`src/design/ards_pkg.sv`:
```
// constants for the converter result and voltage detect select block
package ards_pkg;

  // ---------------------------------------------------------------
  // widths and counts
  // ---------------------------------------------------------------
  localparam int ADDR_W = 32;
  localparam int DATA_W = 16;
  localparam int VAL_W = 10;
  localparam int CH_W = 3;
  localparam int IDX_W = 4;
  localparam int CONV0_CH = 6;
  localparam int CONV1_CH = 8;
  localparam int MEM_DEPTH = 16;
  localparam int CONV1_BASE = 8;
  localparam int RES_NUM = 14;
  localparam int IRQ_W = 4;

  // ---------------------------------------------------------------
  // result register offsets, as printed
  // ---------------------------------------------------------------
  localparam logic [ADDR_W-1:0] RES_ADDR [0:RES_NUM-1] = '{
    32'h0ffff210, 32'hfffff212, 32'hfffff214, 32'h0ffff216,
    32'hfffff218, 32'hfffff21a,
    32'h0ffff250, 32'h0ffff252, 32'h0ffff254, 32'h0ffff256,
    32'h0ffff258, 32'h0ffff25a, 32'h0ffff25c, 32'h0ffff25e
  };
  // memory slot of each entry of the table above
  localparam logic [IDX_W-1:0] RES_SLOT [0:RES_NUM-1] = '{
    4'h0, 4'h1, 4'h2, 4'h3, 4'h4, 4'h5,
    4'h8, 4'h9, 4'ha, 4'hb, 4'hc, 4'hd, 4'he, 4'hf
  };
  localparam logic [DATA_W-1:0] RES_RESET = 16'h0000;

  // ---------------------------------------------------------------
  // voltage detect mode registers
  // ---------------------------------------------------------------
  localparam logic [ADDR_W-1:0] DETM0_ADDR = 32'hfffff204;
  localparam logic [ADDR_W-1:0] DETM1_ADDR = 32'hfffff244;
  localparam logic [DATA_W-1:0] DETM_RESET = 16'h0000;
  localparam int DETM_EN_BIT = 15;
  localparam int DETM_LH_BIT = 14;
  localparam int DETM_SEL_LSB = 10;
  localparam int DETM_SEL_MSB = 13;
  localparam int DETM_REF_LSB = 0;
  localparam int DETM_REF_MSB = 9;

  // ---------------------------------------------------------------
  // interrupt registers
  // ---------------------------------------------------------------
  localparam logic [ADDR_W-1:0] IRQ_STAT_ADDR = 32'hfffff280;
  localparam logic [ADDR_W-1:0] IRQ_CLR_ADDR = 32'hfffff282;
  localparam logic [ADDR_W-1:0] IRQ_EN_ADDR = 32'hfffff284;
  localparam logic [IRQ_W-1:0] IRQ_RESET = 4'h0;
  localparam int IRQ_DONE0_BIT = 0;
  localparam int IRQ_DONE1_BIT = 1;
  localparam int IRQ_DET0_BIT = 2;
  localparam int IRQ_DET1_BIT = 3;

endpackage

```
`src/design/ards_result_mem.sv`:
```
// result storage: one word per channel, two write ports, registered read
`timescale 1ns/1ps
module ards_result_mem
(
  // clock and reset
  input wire logic ref_clk,
  input wire logic sys_rst,
  // write ports, one per converter
  input wire logic wr_a,
  input wire logic [ards_pkg::IDX_W-1:0] wr_a_idx,
  input wire logic [ards_pkg::VAL_W-1:0] wr_a_val,
  input wire logic wr_b,
  input wire logic [ards_pkg::IDX_W-1:0] wr_b_idx,
  input wire logic [ards_pkg::VAL_W-1:0] wr_b_val,
  // read port
  input wire logic rd,
  input wire logic [ards_pkg::IDX_W-1:0] rd_idx,
  output logic [ards_pkg::VAL_W-1:0] rd_val
);

  logic [ards_pkg::VAL_W-1:0] word [0:ards_pkg::MEM_DEPTH-1];
  logic [ards_pkg::VAL_W-1:0] next_rd_val;

  // ---------------------------------------------------------------
  // storage entries
  // ---------------------------------------------------------------
  genvar i;
  generate
    for (i = 0; i < ards_pkg::MEM_DEPTH; i++)
    begin : g_word
      logic [ards_pkg::VAL_W-1:0] next_word;
      always_comb
      begin
        next_word = word[i];
        if (wr_a && wr_a_idx == ards_pkg::IDX_W'(i))
        begin
          next_word = wr_a_val;
        end
        if (wr_b && wr_b_idx == ards_pkg::IDX_W'(i))
        begin
          next_word = wr_b_val;
        end
      end
      always_ff @(posedge ref_clk)
      begin
        if (sys_rst)
        begin
          word[i] <= ards_pkg::RES_RESET[ards_pkg::VAL_W-1:0];
        end
        else
        begin
          word[i] <= next_word;
        end
      end
    end
  endgenerate

  // ---------------------------------------------------------------
  // read port
  // ---------------------------------------------------------------
  always_comb
  begin
    next_rd_val = rd ? word[rd_idx] : rd_val;
  end

  always_ff @(posedge ref_clk)
  begin
    if (sys_rst)
    begin
      rd_val <= '0;
    end
    else
    begin
      rd_val <= next_rd_val;
    end
  end

endmodule

```
`src/design/ards_top.sv`:
```
// converter result registers, voltage detect select and interrupt logic
//
// Chosen here: the address-and-strobe port.
`timescale 1ns/1ps
module ards_top
(
  // clock and reset
  input wire logic ref_clk,
  input wire logic sys_rst,
  // register port
  input wire logic [ards_pkg::ADDR_W-1:0] reg_addr,
  input wire logic [ards_pkg::DATA_W-1:0] reg_wdata,
  input wire logic reg_wr,
  input wire logic reg_rd,
  output logic [ards_pkg::DATA_W-1:0] reg_rdata,
  // converter 0 engine
  input wire logic conv0_done,
  input wire logic [ards_pkg::CH_W-1:0] conv0_chan,
  input wire logic [ards_pkg::VAL_W-1:0] conv0_value,
  input wire logic conv0_busy,
  output logic conv0_abort,
  // converter 1 engine
  input wire logic conv1_done,
  input wire logic [ards_pkg::CH_W-1:0] conv1_chan,
  input wire logic [ards_pkg::VAL_W-1:0] conv1_value,
  input wire logic conv1_busy,
  output logic conv1_abort,
  // interrupt
  output logic irq
);

  // ---------------------------------------------------------------
  // declarations
  // ---------------------------------------------------------------
  logic [ards_pkg::DATA_W-1:0] detm0;
  logic [ards_pkg::DATA_W-1:0] detm1;
  logic [ards_pkg::DATA_W-1:0] next_detm0;
  logic [ards_pkg::DATA_W-1:0] next_detm1;
  logic [ards_pkg::IRQ_W-1:0] irq_stat;
  logic [ards_pkg::IRQ_W-1:0] irq_en;
  logic [ards_pkg::IRQ_W-1:0] next_irq_stat;
  logic [ards_pkg::IRQ_W-1:0] next_irq_en;
  logic [ards_pkg::IRQ_W-1:0] irq_set;
  logic [ards_pkg::IRQ_W-1:0] irq_clr;
  logic next_conv0_abort;
  logic next_conv1_abort;
  logic next_irq;
  logic res_hit;
  logic [ards_pkg::IDX_W-1:0] res_idx;
  logic [ards_pkg::RES_NUM-1:0] res_match;
  logic rd_res;
  logic next_rd_res;
  logic [ards_pkg::DATA_W-1:0] rd_reg;
  logic [ards_pkg::DATA_W-1:0] next_rd_reg;
  logic [ards_pkg::VAL_W-1:0] mem_val;
  logic wr0_ok;
  logic wr1_ok;
  logic [ards_pkg::IDX_W-1:0] wr0_idx;
  logic [ards_pkg::IDX_W-1:0] wr1_idx;
  logic det0_hit;
  logic det1_hit;

  // ---------------------------------------------------------------
  // result address decode
  // ---------------------------------------------------------------
  genvar g;
  generate
    for (g = 0; g < ards_pkg::RES_NUM; g++)
    begin : g_dec
      assign res_match[g] = (reg_addr == ards_pkg::RES_ADDR[g]);
    end
  endgenerate

  always_comb
  begin
    res_hit = 1'b0;
    res_idx = '0;
    for (int k = 0; k < ards_pkg::RES_NUM; k++)
    begin
      if (res_match[k])
      begin
        res_hit = 1'b1;
        res_idx = ards_pkg::RES_SLOT[k];
      end
    end
  end

  // ---------------------------------------------------------------
  // result write steering
  // ---------------------------------------------------------------
  // converter 0 has no channel 6 or 7; such a report is dropped
  always_comb
  begin
    wr0_ok = conv0_done && (int'(conv0_chan) < ards_pkg::CONV0_CH);
    wr0_idx = {1'b0, conv0_chan};
    wr1_ok = conv1_done;
    wr1_idx = {1'b1, conv1_chan};
  end

  ards_result_mem u_mem
  (
    .ref_clk(ref_clk),
    .sys_rst(sys_rst),
    .wr_a(wr0_ok),
    .wr_a_idx(wr0_idx),
    .wr_a_val(conv0_value),
    .wr_b(wr1_ok),
    .wr_b_idx(wr1_idx),
    .wr_b_val(conv1_value),
    .rd(reg_rd && res_hit),
    .rd_idx(res_idx),
    .rd_val(mem_val)
  );

  // ---------------------------------------------------------------
  // detect mode registers
  // ---------------------------------------------------------------
  // writes to result offsets fall through every case here
  always_comb
  begin
    next_detm0 = detm0;
    next_detm1 = detm1;
    next_conv0_abort = 1'b0;
    next_conv1_abort = 1'b0;
    if (reg_wr && reg_addr == ards_pkg::DETM0_ADDR)
    begin
      next_detm0 = reg_wdata;
      next_conv0_abort = conv0_busy;
    end
    if (reg_wr && reg_addr == ards_pkg::DETM1_ADDR)
    begin
      next_detm1 = reg_wdata;
      next_conv1_abort = conv1_busy;
    end
  end

  always_ff @(posedge ref_clk)
  begin
    if (sys_rst)
    begin
      detm0 <= ards_pkg::DETM_RESET;
      detm1 <= ards_pkg::DETM_RESET;
      conv0_abort <= 1'b0;
      conv1_abort <= 1'b0;
    end
    else
    begin
      detm0 <= next_detm0;
      detm1 <= next_detm1;
      conv0_abort <= next_conv0_abort;
      conv1_abort <= next_conv1_abort;
    end
  end

  // ---------------------------------------------------------------
  // voltage detect compare
  // ---------------------------------------------------------------
  function automatic logic det_check
  (
    input logic [ards_pkg::DATA_W-1:0] mode,
    input logic done,
    input logic [ards_pkg::CH_W-1:0] chan,
    input logic [ards_pkg::VAL_W-1:0] value
  );
    logic [ards_pkg::IDX_W-1:0] sel;
    logic [ards_pkg::VAL_W-1:0] ref_val;
    logic cmp;
    sel = mode[ards_pkg::DETM_SEL_MSB:ards_pkg::DETM_SEL_LSB];
    ref_val = mode[ards_pkg::DETM_REF_MSB:ards_pkg::DETM_REF_LSB];
    // lh low: reference above input; lh high: reference below input
    cmp = mode[ards_pkg::DETM_LH_BIT] ? (ref_val < value) : (ref_val > value);
    // prohibited select codes never match
    det_check = mode[ards_pkg::DETM_EN_BIT] && done
      && !sel[ards_pkg::IDX_W-1]
      && (sel[ards_pkg::CH_W-1:0] == chan) && cmp;
  endfunction

  always_comb
  begin
    det0_hit = det_check(detm0, wr0_ok, conv0_chan, conv0_value);
    det1_hit = det_check(detm1, wr1_ok, conv1_chan, conv1_value);
  end

  // ---------------------------------------------------------------
  // interrupt status, clear and enable
  // ---------------------------------------------------------------
  always_comb
  begin
    irq_set = '0;
    irq_set[ards_pkg::IRQ_DONE0_BIT] = wr0_ok;
    irq_set[ards_pkg::IRQ_DONE1_BIT] = wr1_ok;
    irq_set[ards_pkg::IRQ_DET0_BIT] = det0_hit;
    irq_set[ards_pkg::IRQ_DET1_BIT] = det1_hit;
    irq_clr = '0;
    if (reg_wr && reg_addr == ards_pkg::IRQ_CLR_ADDR)
    begin
      irq_clr = reg_wdata[ards_pkg::IRQ_W-1:0];
    end
    // a new event in the clearing cycle survives
    next_irq_stat = (irq_stat & ~irq_clr) | irq_set;
    next_irq_en = irq_en;
    if (reg_wr && reg_addr == ards_pkg::IRQ_EN_ADDR)
    begin
      next_irq_en = reg_wdata[ards_pkg::IRQ_W-1:0];
    end
    next_irq = |(next_irq_stat & next_irq_en);
  end

  always_ff @(posedge ref_clk)
  begin
    if (sys_rst)
    begin
      irq_stat <= ards_pkg::IRQ_RESET;
      irq_en <= ards_pkg::IRQ_RESET;
      irq <= 1'b0;
    end
    else
    begin
      irq_stat <= next_irq_stat;
      irq_en <= next_irq_en;
      irq <= next_irq;
    end
  end

  // ---------------------------------------------------------------
  // register read path
  // ---------------------------------------------------------------
  always_comb
  begin
    next_rd_res = 1'b0;
    next_rd_reg = '0;
    if (reg_rd)
    begin
      if (res_hit)
      begin
        next_rd_res = 1'b1;
      end
      else if (reg_addr == ards_pkg::DETM0_ADDR)
      begin
        next_rd_reg = detm0;
      end
      else if (reg_addr == ards_pkg::DETM1_ADDR)
      begin
        next_rd_reg = detm1;
      end
      else if (reg_addr == ards_pkg::IRQ_STAT_ADDR)
      begin
        next_rd_reg = {{(ards_pkg::DATA_W-ards_pkg::IRQ_W){1'b0}}, irq_stat};
      end
      else if (reg_addr == ards_pkg::IRQ_EN_ADDR)
      begin
        next_rd_reg = {{(ards_pkg::DATA_W-ards_pkg::IRQ_W){1'b0}}, irq_en};
      end
    end
  end

  always_ff @(posedge ref_clk)
  begin
    if (sys_rst)
    begin
      rd_res <= 1'b0;
      rd_reg <= '0;
    end
    else
    begin
      rd_res <= next_rd_res;
      rd_reg <= next_rd_reg;
    end
  end

  // upper six bits of a result always read zero
  always_comb
  begin
    if (rd_res)
    begin
      reg_rdata = {{(ards_pkg::DATA_W-ards_pkg::VAL_W){1'b0}}, mem_val};
    end
    else
    begin
      reg_rdata = rd_reg;
    end
  end

endmodule

```
`config.mk`:
```
export PLATFORM = sky130hd
export DESIGN_NAME = ards_top
export DESIGN_NICKNAME = d
export VERILOG_FILES = /design/src/design/ards_pkg.sv /design/src/design/ards_result_mem.sv /design/src/design/ards_top.sv
export SDC_FILE = /design/constraint.sdc
export NUM_CORES = 1
export LEC_CHECK = 0
export BUFFER_PORTS_ARGS = -buffer_cell sky130_fd_sc_hd__buf_2
export CAP_MARGIN = 20
export CORE_MARGIN = 8
export CORE_UTILIZATION = 40
export CTS_CLUSTER_DIAMETER = 30
export DETAILED_ROUTE_END_ITERATION = 6
export SLEW_MARGIN = 20
export SYNTH_ARGS = -nofsm -noshare
export SYNTH_HDL_FRONTEND = slang
export SYNTH_SLANG_ARGS = --single-unit
```
`constraint.sdc`:
```
create_clock -name ref_clk -period 3.75 [get_ports ref_clk]
set_clock_uncertainty 0.15 [all_clocks]
set_input_delay 0.375 -clock ref_clk [delete_from_list [all_inputs] [get_ports ref_clk]]
set_output_delay 0.375 -clock ref_clk [all_outputs]
set_load 0.005 [all_outputs]
```
---- Word level (Yosys, flattened, before mapping) ----
Memories as Yosys holds them, arrays and structs flattened. A register that Yosys moved wholly into a read port is not among the register bits.
Index checks and enable logic that the tools add are counted.
word-level totals
  bits in writable memories ............... 160
  word-level logic and storage cells ...... 219
  input port bits ......................... 82
  register bits ........................... 60
  memories ................................ 1
memories
  name        words  width  rd ports  clocked after memory_dff  wr ports  RTL line               text
  u_mem.word  16     10     1         1                         16        ards_result_mem.sv:21  logic [ards_pkg::VAL_W-1:0] word [0:ards_pkg::MEM_DEPTH-1];
cells by class
  reduce and logical (&&, ||, !) cells .... 57
  magnitude comparators ................... 5
  eq/ne operators ......................... 51
  muxes and demuxes ....................... 73
  bitwise logic cells ..................... 23
operator list
  cell                                                               number
  10-bit two-way mux                                                 33
  32-bit by 28-bit == test with 1-bit output, second input constant  10
  32-bit == test, second input constant                              9
  4-bit two-way mux                                                  16
  16-bit two-way mux                                                 3
  2-bit AND reduction                                                16
  1-bit logical AND                                                  31
  3-bit == test, second input constant                               8
  1-bit two-way mux                                                  21
  10-bit greater-than comparator                                     2
  10-bit < comparator                                                2
  1-bit bitwise OR                                                   16
  1-bit inequality test, second input constant                       15
  3-bit by 2-bit == test with 1-bit output, second input constant    4
  4-bit AND                                                          2
  4-bit logical NOT                                                  2
  3-bit by 1-bit == test with 1-bit output, second input constant    2
  3-bit == test                                                      2
  2-bit OR reduction                                                 3
  4-bit NOT                                                          1
  4-bit bitwise OR                                                   1
  4-bit OR reduction                                                 1
  3-bit logical NOT                                                  1
  3-bit < comparator, second input constant                          1
  4 further kinds                                                    7

---- Logic depth before layout (Yosys ltp) ----
  depth in word-level cells ............... 16
  gate-level depth with buffers ........... 11

---- Modules after synthesis ----
From an unflattened synthesis, not the netlist that was laid out.
second synthesis, totals
  cell total of the unflattened synthesis .. 1257
  area total of the unflattened synthesis .. 12856.1 µm²
by module, submodules not included
  module           times used  cells an instance  area each (µm²)
  ards_result_mem  1           851                9365.2
  ards_top         1           406                3490.8

---- Worst setup path after synthesis ----
Ideal clock, no wire load.
  path kind ............................... input to register
  start ................................... input port reg_addr[28] (netlist name)
  end ..................................... register u_mem.rd_val[7] (netlist name) (read register of u_mem.word)
  data required time ...................... 3479 ps
  slack ................................... 1096 ps
  cell stages on the path ................. 9
  arrival ................................. 2383 ps
  setup time .............................. 121 ps
  path through ............................ nor4_4 > o21ai_1 > a2111oi_4 > buf_6 > buf_8 > mux2i_1 > o2111ai_1 > nor4_1 > nor2_1
between the ends
  word-level cells in the longest chain between the ends .. 16
  elaborated cells on any way between the ends .. 42
ends and longest elaborated chain
  what                                        RTL line               text
  start, declared                             ards_top.sv:11         input wire logic [ards_pkg::ADDR_W-1:0] reg_addr,
  32-bit by 28-bit == test with 1-bit output  ards_top.sv:70         assign res_match[g] = (reg_addr == ards_pkg::RES_ADDR[g]);
  1-bit two-way mux (14 in a row)             ards_top.sv:80         if (res_match[k])
  1-bit logical AND                           ards_top.sv:110        .rd(reg_rd && res_hit),
  end, declared                               ards_result_mem.sv:18  output logic [ards_pkg::VAL_W-1:0] rd_val
Several ways; a longest one is shown, not always the timed one.
A chain may end at the register's enable or synchronous reset.

---- Final worst setup path ----
  start ................................... input port conv0_value[3] (netlist name)
  end ..................................... register irq
between the ends
  word-level cells in the longest chain between the ends .. 6
  elaborated cells on any way between the ends .. 7
ends and longest elaborated chain
  what                                                                   RTL line         text
  start, declared                                                        ards_top.sv:19   input wire logic [ards_pkg::VAL_W-1:0] conv0_value,
  10-bit greater-than comparator or 10-bit < comparator (tied branches)  ards_top.sv:171  cmp = mode[ards_pkg::DETM_LH_BIT] ? (ref_val < value) : (ref_val > value);
  1-bit two-way mux (*)                                                  ards_top.sv:171
  1-bit logical AND (*)                                                  ards_top.sv:175  && (sel[ards_pkg::CH_W-1:0] == chan) && cmp;
  4-bit bitwise OR (*)                                                   ards_top.sv:200  next_irq_stat = (irq_stat & ~irq_clr) | irq_set;
  4-bit AND (*)                                                          ards_top.sv:206  next_irq = |(next_irq_stat & next_irq_en);
  4-bit OR reduction (*)                                                 ards_top.sv:206
  end signal, assigned                                                   ards_top.sv:221  irq <= next_irq;
  end, declared                                                          ards_top.sv:29   output logic irq
Every way passes the cells marked *; elsewhere a longest branch is shown, timed or not.

==> impl_metrics.ini <==
[status]
outcome = finished with violations
violations = hold timing

[cts]
htree_levels = 2
worstSkewPairLatency_ns = 0.55
cts.sinks = 210
cts_tree = done
cts_buffers = 49
cts_setup_buffers = 0
cts_root_buf = clkbuf_16
cts_buffer_depth = 3
path_clk_slew_ns = 0.05

[critical_path]
slowest_stage = dlygate4sd3_1
worstPathRequired_ns = 3.99
setup.worst_path.start = conv0_value[3]
cp-start-kind = input port
crit_chain = dlygate4sd3_1 -> buf_2 -> inv_1 -> ha_1 -> a21o_1 -> a21oi_1 -> o221ai_1 -> a221oi_1 -> o21ai_1 -> o21ai_0 -> o311ai_1
critPathKind = in2reg
cp_max_fo = 5
r2r_start = detm0[3]
arrival_ns = 3.03
cpPeakStageDelay_ns = 0.55
cp-end-kind = flop

[floorplan]
die_y_um = 181.6
die-area_um2 = 32980
core_area_um2 = 26950
rows = 60
ios = 101
initial_core_util_pct = 40.70
fp.dieW_um = 181.6

[sta]
fmax_ghz = 0.3592
fin_crit_sh_pct = 74.23
slew_headroom_pct = 30.08
hold_viol = 1
hold_ws_ns = -0.0002595
period_needed_ns = 2.784
maxSlewViolCount = 0
setup_viol = 0
fin_setup_tns_ns = 0
worst_pin_slew_ns = 1.049
grt_setup_unrepaired = no

[finish]
n_antenna_cell = 0
regArea_um2 = 5605
largest_register = u_mem.word
n_fill_cell = 2411
instances_no_fill = 1555
multi_input_area_um2 = 4813
largest_reg_flops = 140
area_growth_pct = 25.13
drive_gt1_share_pct = 23.48
nNetsFinal = 1275

[global_routing]
grt_first_pass_wirelength_um = 55300
antenna_found_initial = 0
grt_overflow = 0
grt_usage_pct = 21.45
grt_start_max_net_pins = 69
grt_pass1_vias = 9180

[power_and_ir_drop]
p_leak_uw = 0.004812
peakVddDrop_mv = 0.3497
p_per_area_nw_per_um2 = 535.3

[route]
routed_via_density = 5.833
postRouteAntennaNets = 0
drc_errors = 0
post_drt_wl_per_cell_um = 23.16
drtIter0Drc = 678
wl_um = 36010
drt_first_pass_iters = 5
vias = 9070

[flow_run]
cap_viol_max_count = 0

[hold_path]
min_path_type = in2reg
hold_start = conv0_value[9]

[yosys]
synthesis.area_um2 = 10970
synth-edff-count = 140
syn_nets = 1148
yosysWarnings = 0
ys_seq_area_share_pct = 51.10
synthArstFlopShare_pct = 0
ys_ff_latch = 210
syn_avg_cell_area_um2 = 10.49
synth_cell_types = 77
syn_inst = 1046
yosys_most_used_dff = edfxtp_1

[placed_design]
gp_congestion = 0.8907
port_buffers = 100
place_inst = 1440
hpwl_um = 25160
## where the power goes
| group | leakage, µW | switching, µW | internal, µW |
|---|---|---|---|
| registers | 0.00192 | 39.9 | 2580 |
| clock network | 0.000821 | 1350 | 2990 |
| logic | 0.00207 | 264 | 119 |
| total | 0.00481 | 1660 | 5690 |
## cell usage after synthesis (13+ instances only)
master,instances,area share (%)
a21oi_1,25,1.1
and2_1,22,1.3
and3_1,14,0.80
clkbuf_1,65,2.2
dfxtp_1,70,13
edfxtp_1,140,38
ha_1,20,2.3
inv_1,23,0.79
mux2_2,13,1.3
mux2i_1,77,7.0
nand2_1,82,2.8
nand3_1,29,1.3
nand4_1,15,0.86
nor2_1,52,1.8
nor2b_1,13,0.74
nor3_1,68,3.1
nor4_1,93,5.3
o21ai_0,24,1.1
or3_1,13,0.74
## kinds of logic after synthesis
kind of cell | after synthesis | synth area share, %
flops | 210 | 51.10
buf+inv | 120 | 5.019
fa+ha+maj | 20 | 2.281
mux | 90 | 8.361
compound gates | 140 | 8.829
simple gates | 460 | 23.93
xor+xnor | 6 | 0.4792
## worst max-delay path: cells and delay by family
| family | cells | cell delay [ns] |
|---|---|---|
| adder cells (fa/ha/maj) | 1 | 0.27 |
| AO/OA/AOI/OAI | 7 | 1.52 |
| buffers and inverters | 3 | 0.84 |
## stage by stage
| step | area [µm²] | utilization [%] | setup WS [ns] | hold slack, ns | total power (µW) |
|---|---|---|---|---|---|
| floorplan | 10970 | - | 1.096 | 0.2774 | 2837 |
| global placement | 11800 | 43.78 | 0.5058 | 0.2935 | 3018 |
| detailed placement | 11800 | 43.78 | 0.4557 | 0.2976 | 3021 |
| CTS | 13720 | 50.90 | 0.9218 | 0.001790 | 7383 |
| global route | 13730 | 50.93 | 0.7881 | 0.008364 | 7553 |
| finish | 13730 | 50.93 | 0.9662 | -0.0002595 | 7348 |
## path summary, 6_finish.rpt
kind              cells after the start  slack, ns                to
hold reg to reg                       2       0.30          detm0[0]
setup reg to reg                      8       1.24               irq
setup / recovery                     11       0.97               irq
hold / removal                        2    -0.0003  u_mem.word[0][9]
## cell type report
cell class                      count  share of cell area [%]
Clock inverter                     33                   3.026
Tap cell                          341                   3.108
Sequential cell                   210                   40.84
Multi-Input combinational cell    716                   35.07
Inverter                           32                  0.8751
Timing Repair Buffer              164                   7.730
Clock buffer                       59                   9.353
## layer usage
| metal | share of wire (%) | wire length, µm | vias up | track usage [%] |
|---|---|---|---|---|
| met4 | 3.9 | 1413 | 0 | 9.347 |
| met2 | 46 | 16590 | 404 | 34.05 |
| met5 | 0 | 0 | - | 0 |
| met1 | 43 | 15490 | 4371 | 27.74 |
| li1 | - | - | 4218 | - |
| met3 | 7.0 | 2514 | 77 | 4.711 |
## cells in the final DEF, fill, tap and decap left out, drive strengths merged, types with 4 or more instances in the layout
master       count
mux2i           77
clkinv          26
dlygate4sd3     22
o31ai            6
nor2b           13
edfxtp         140
a31oi            4
and2            23
nand2b          10
nand3           31
clkbuf          60
o21a             6
a21oi           36
nor4b            4
nand4           15
clkinvlp         5
ha              20
mux2            13
nand2           92
or3             13
dfxtp           70
nor2            62
nor3            69
o21ai           35
buf            141
inv             26
o22ai           10
bufinv           8
a21o             7
and3            14
nor4            97
o2111ai         11
## what timing repair did
action	4_1_cts	5_1_grt
endpoints found under the hold margin	39	0
hold buffers	22	0
resized for setup	0	0
Power figures use the tool's default switching activity.
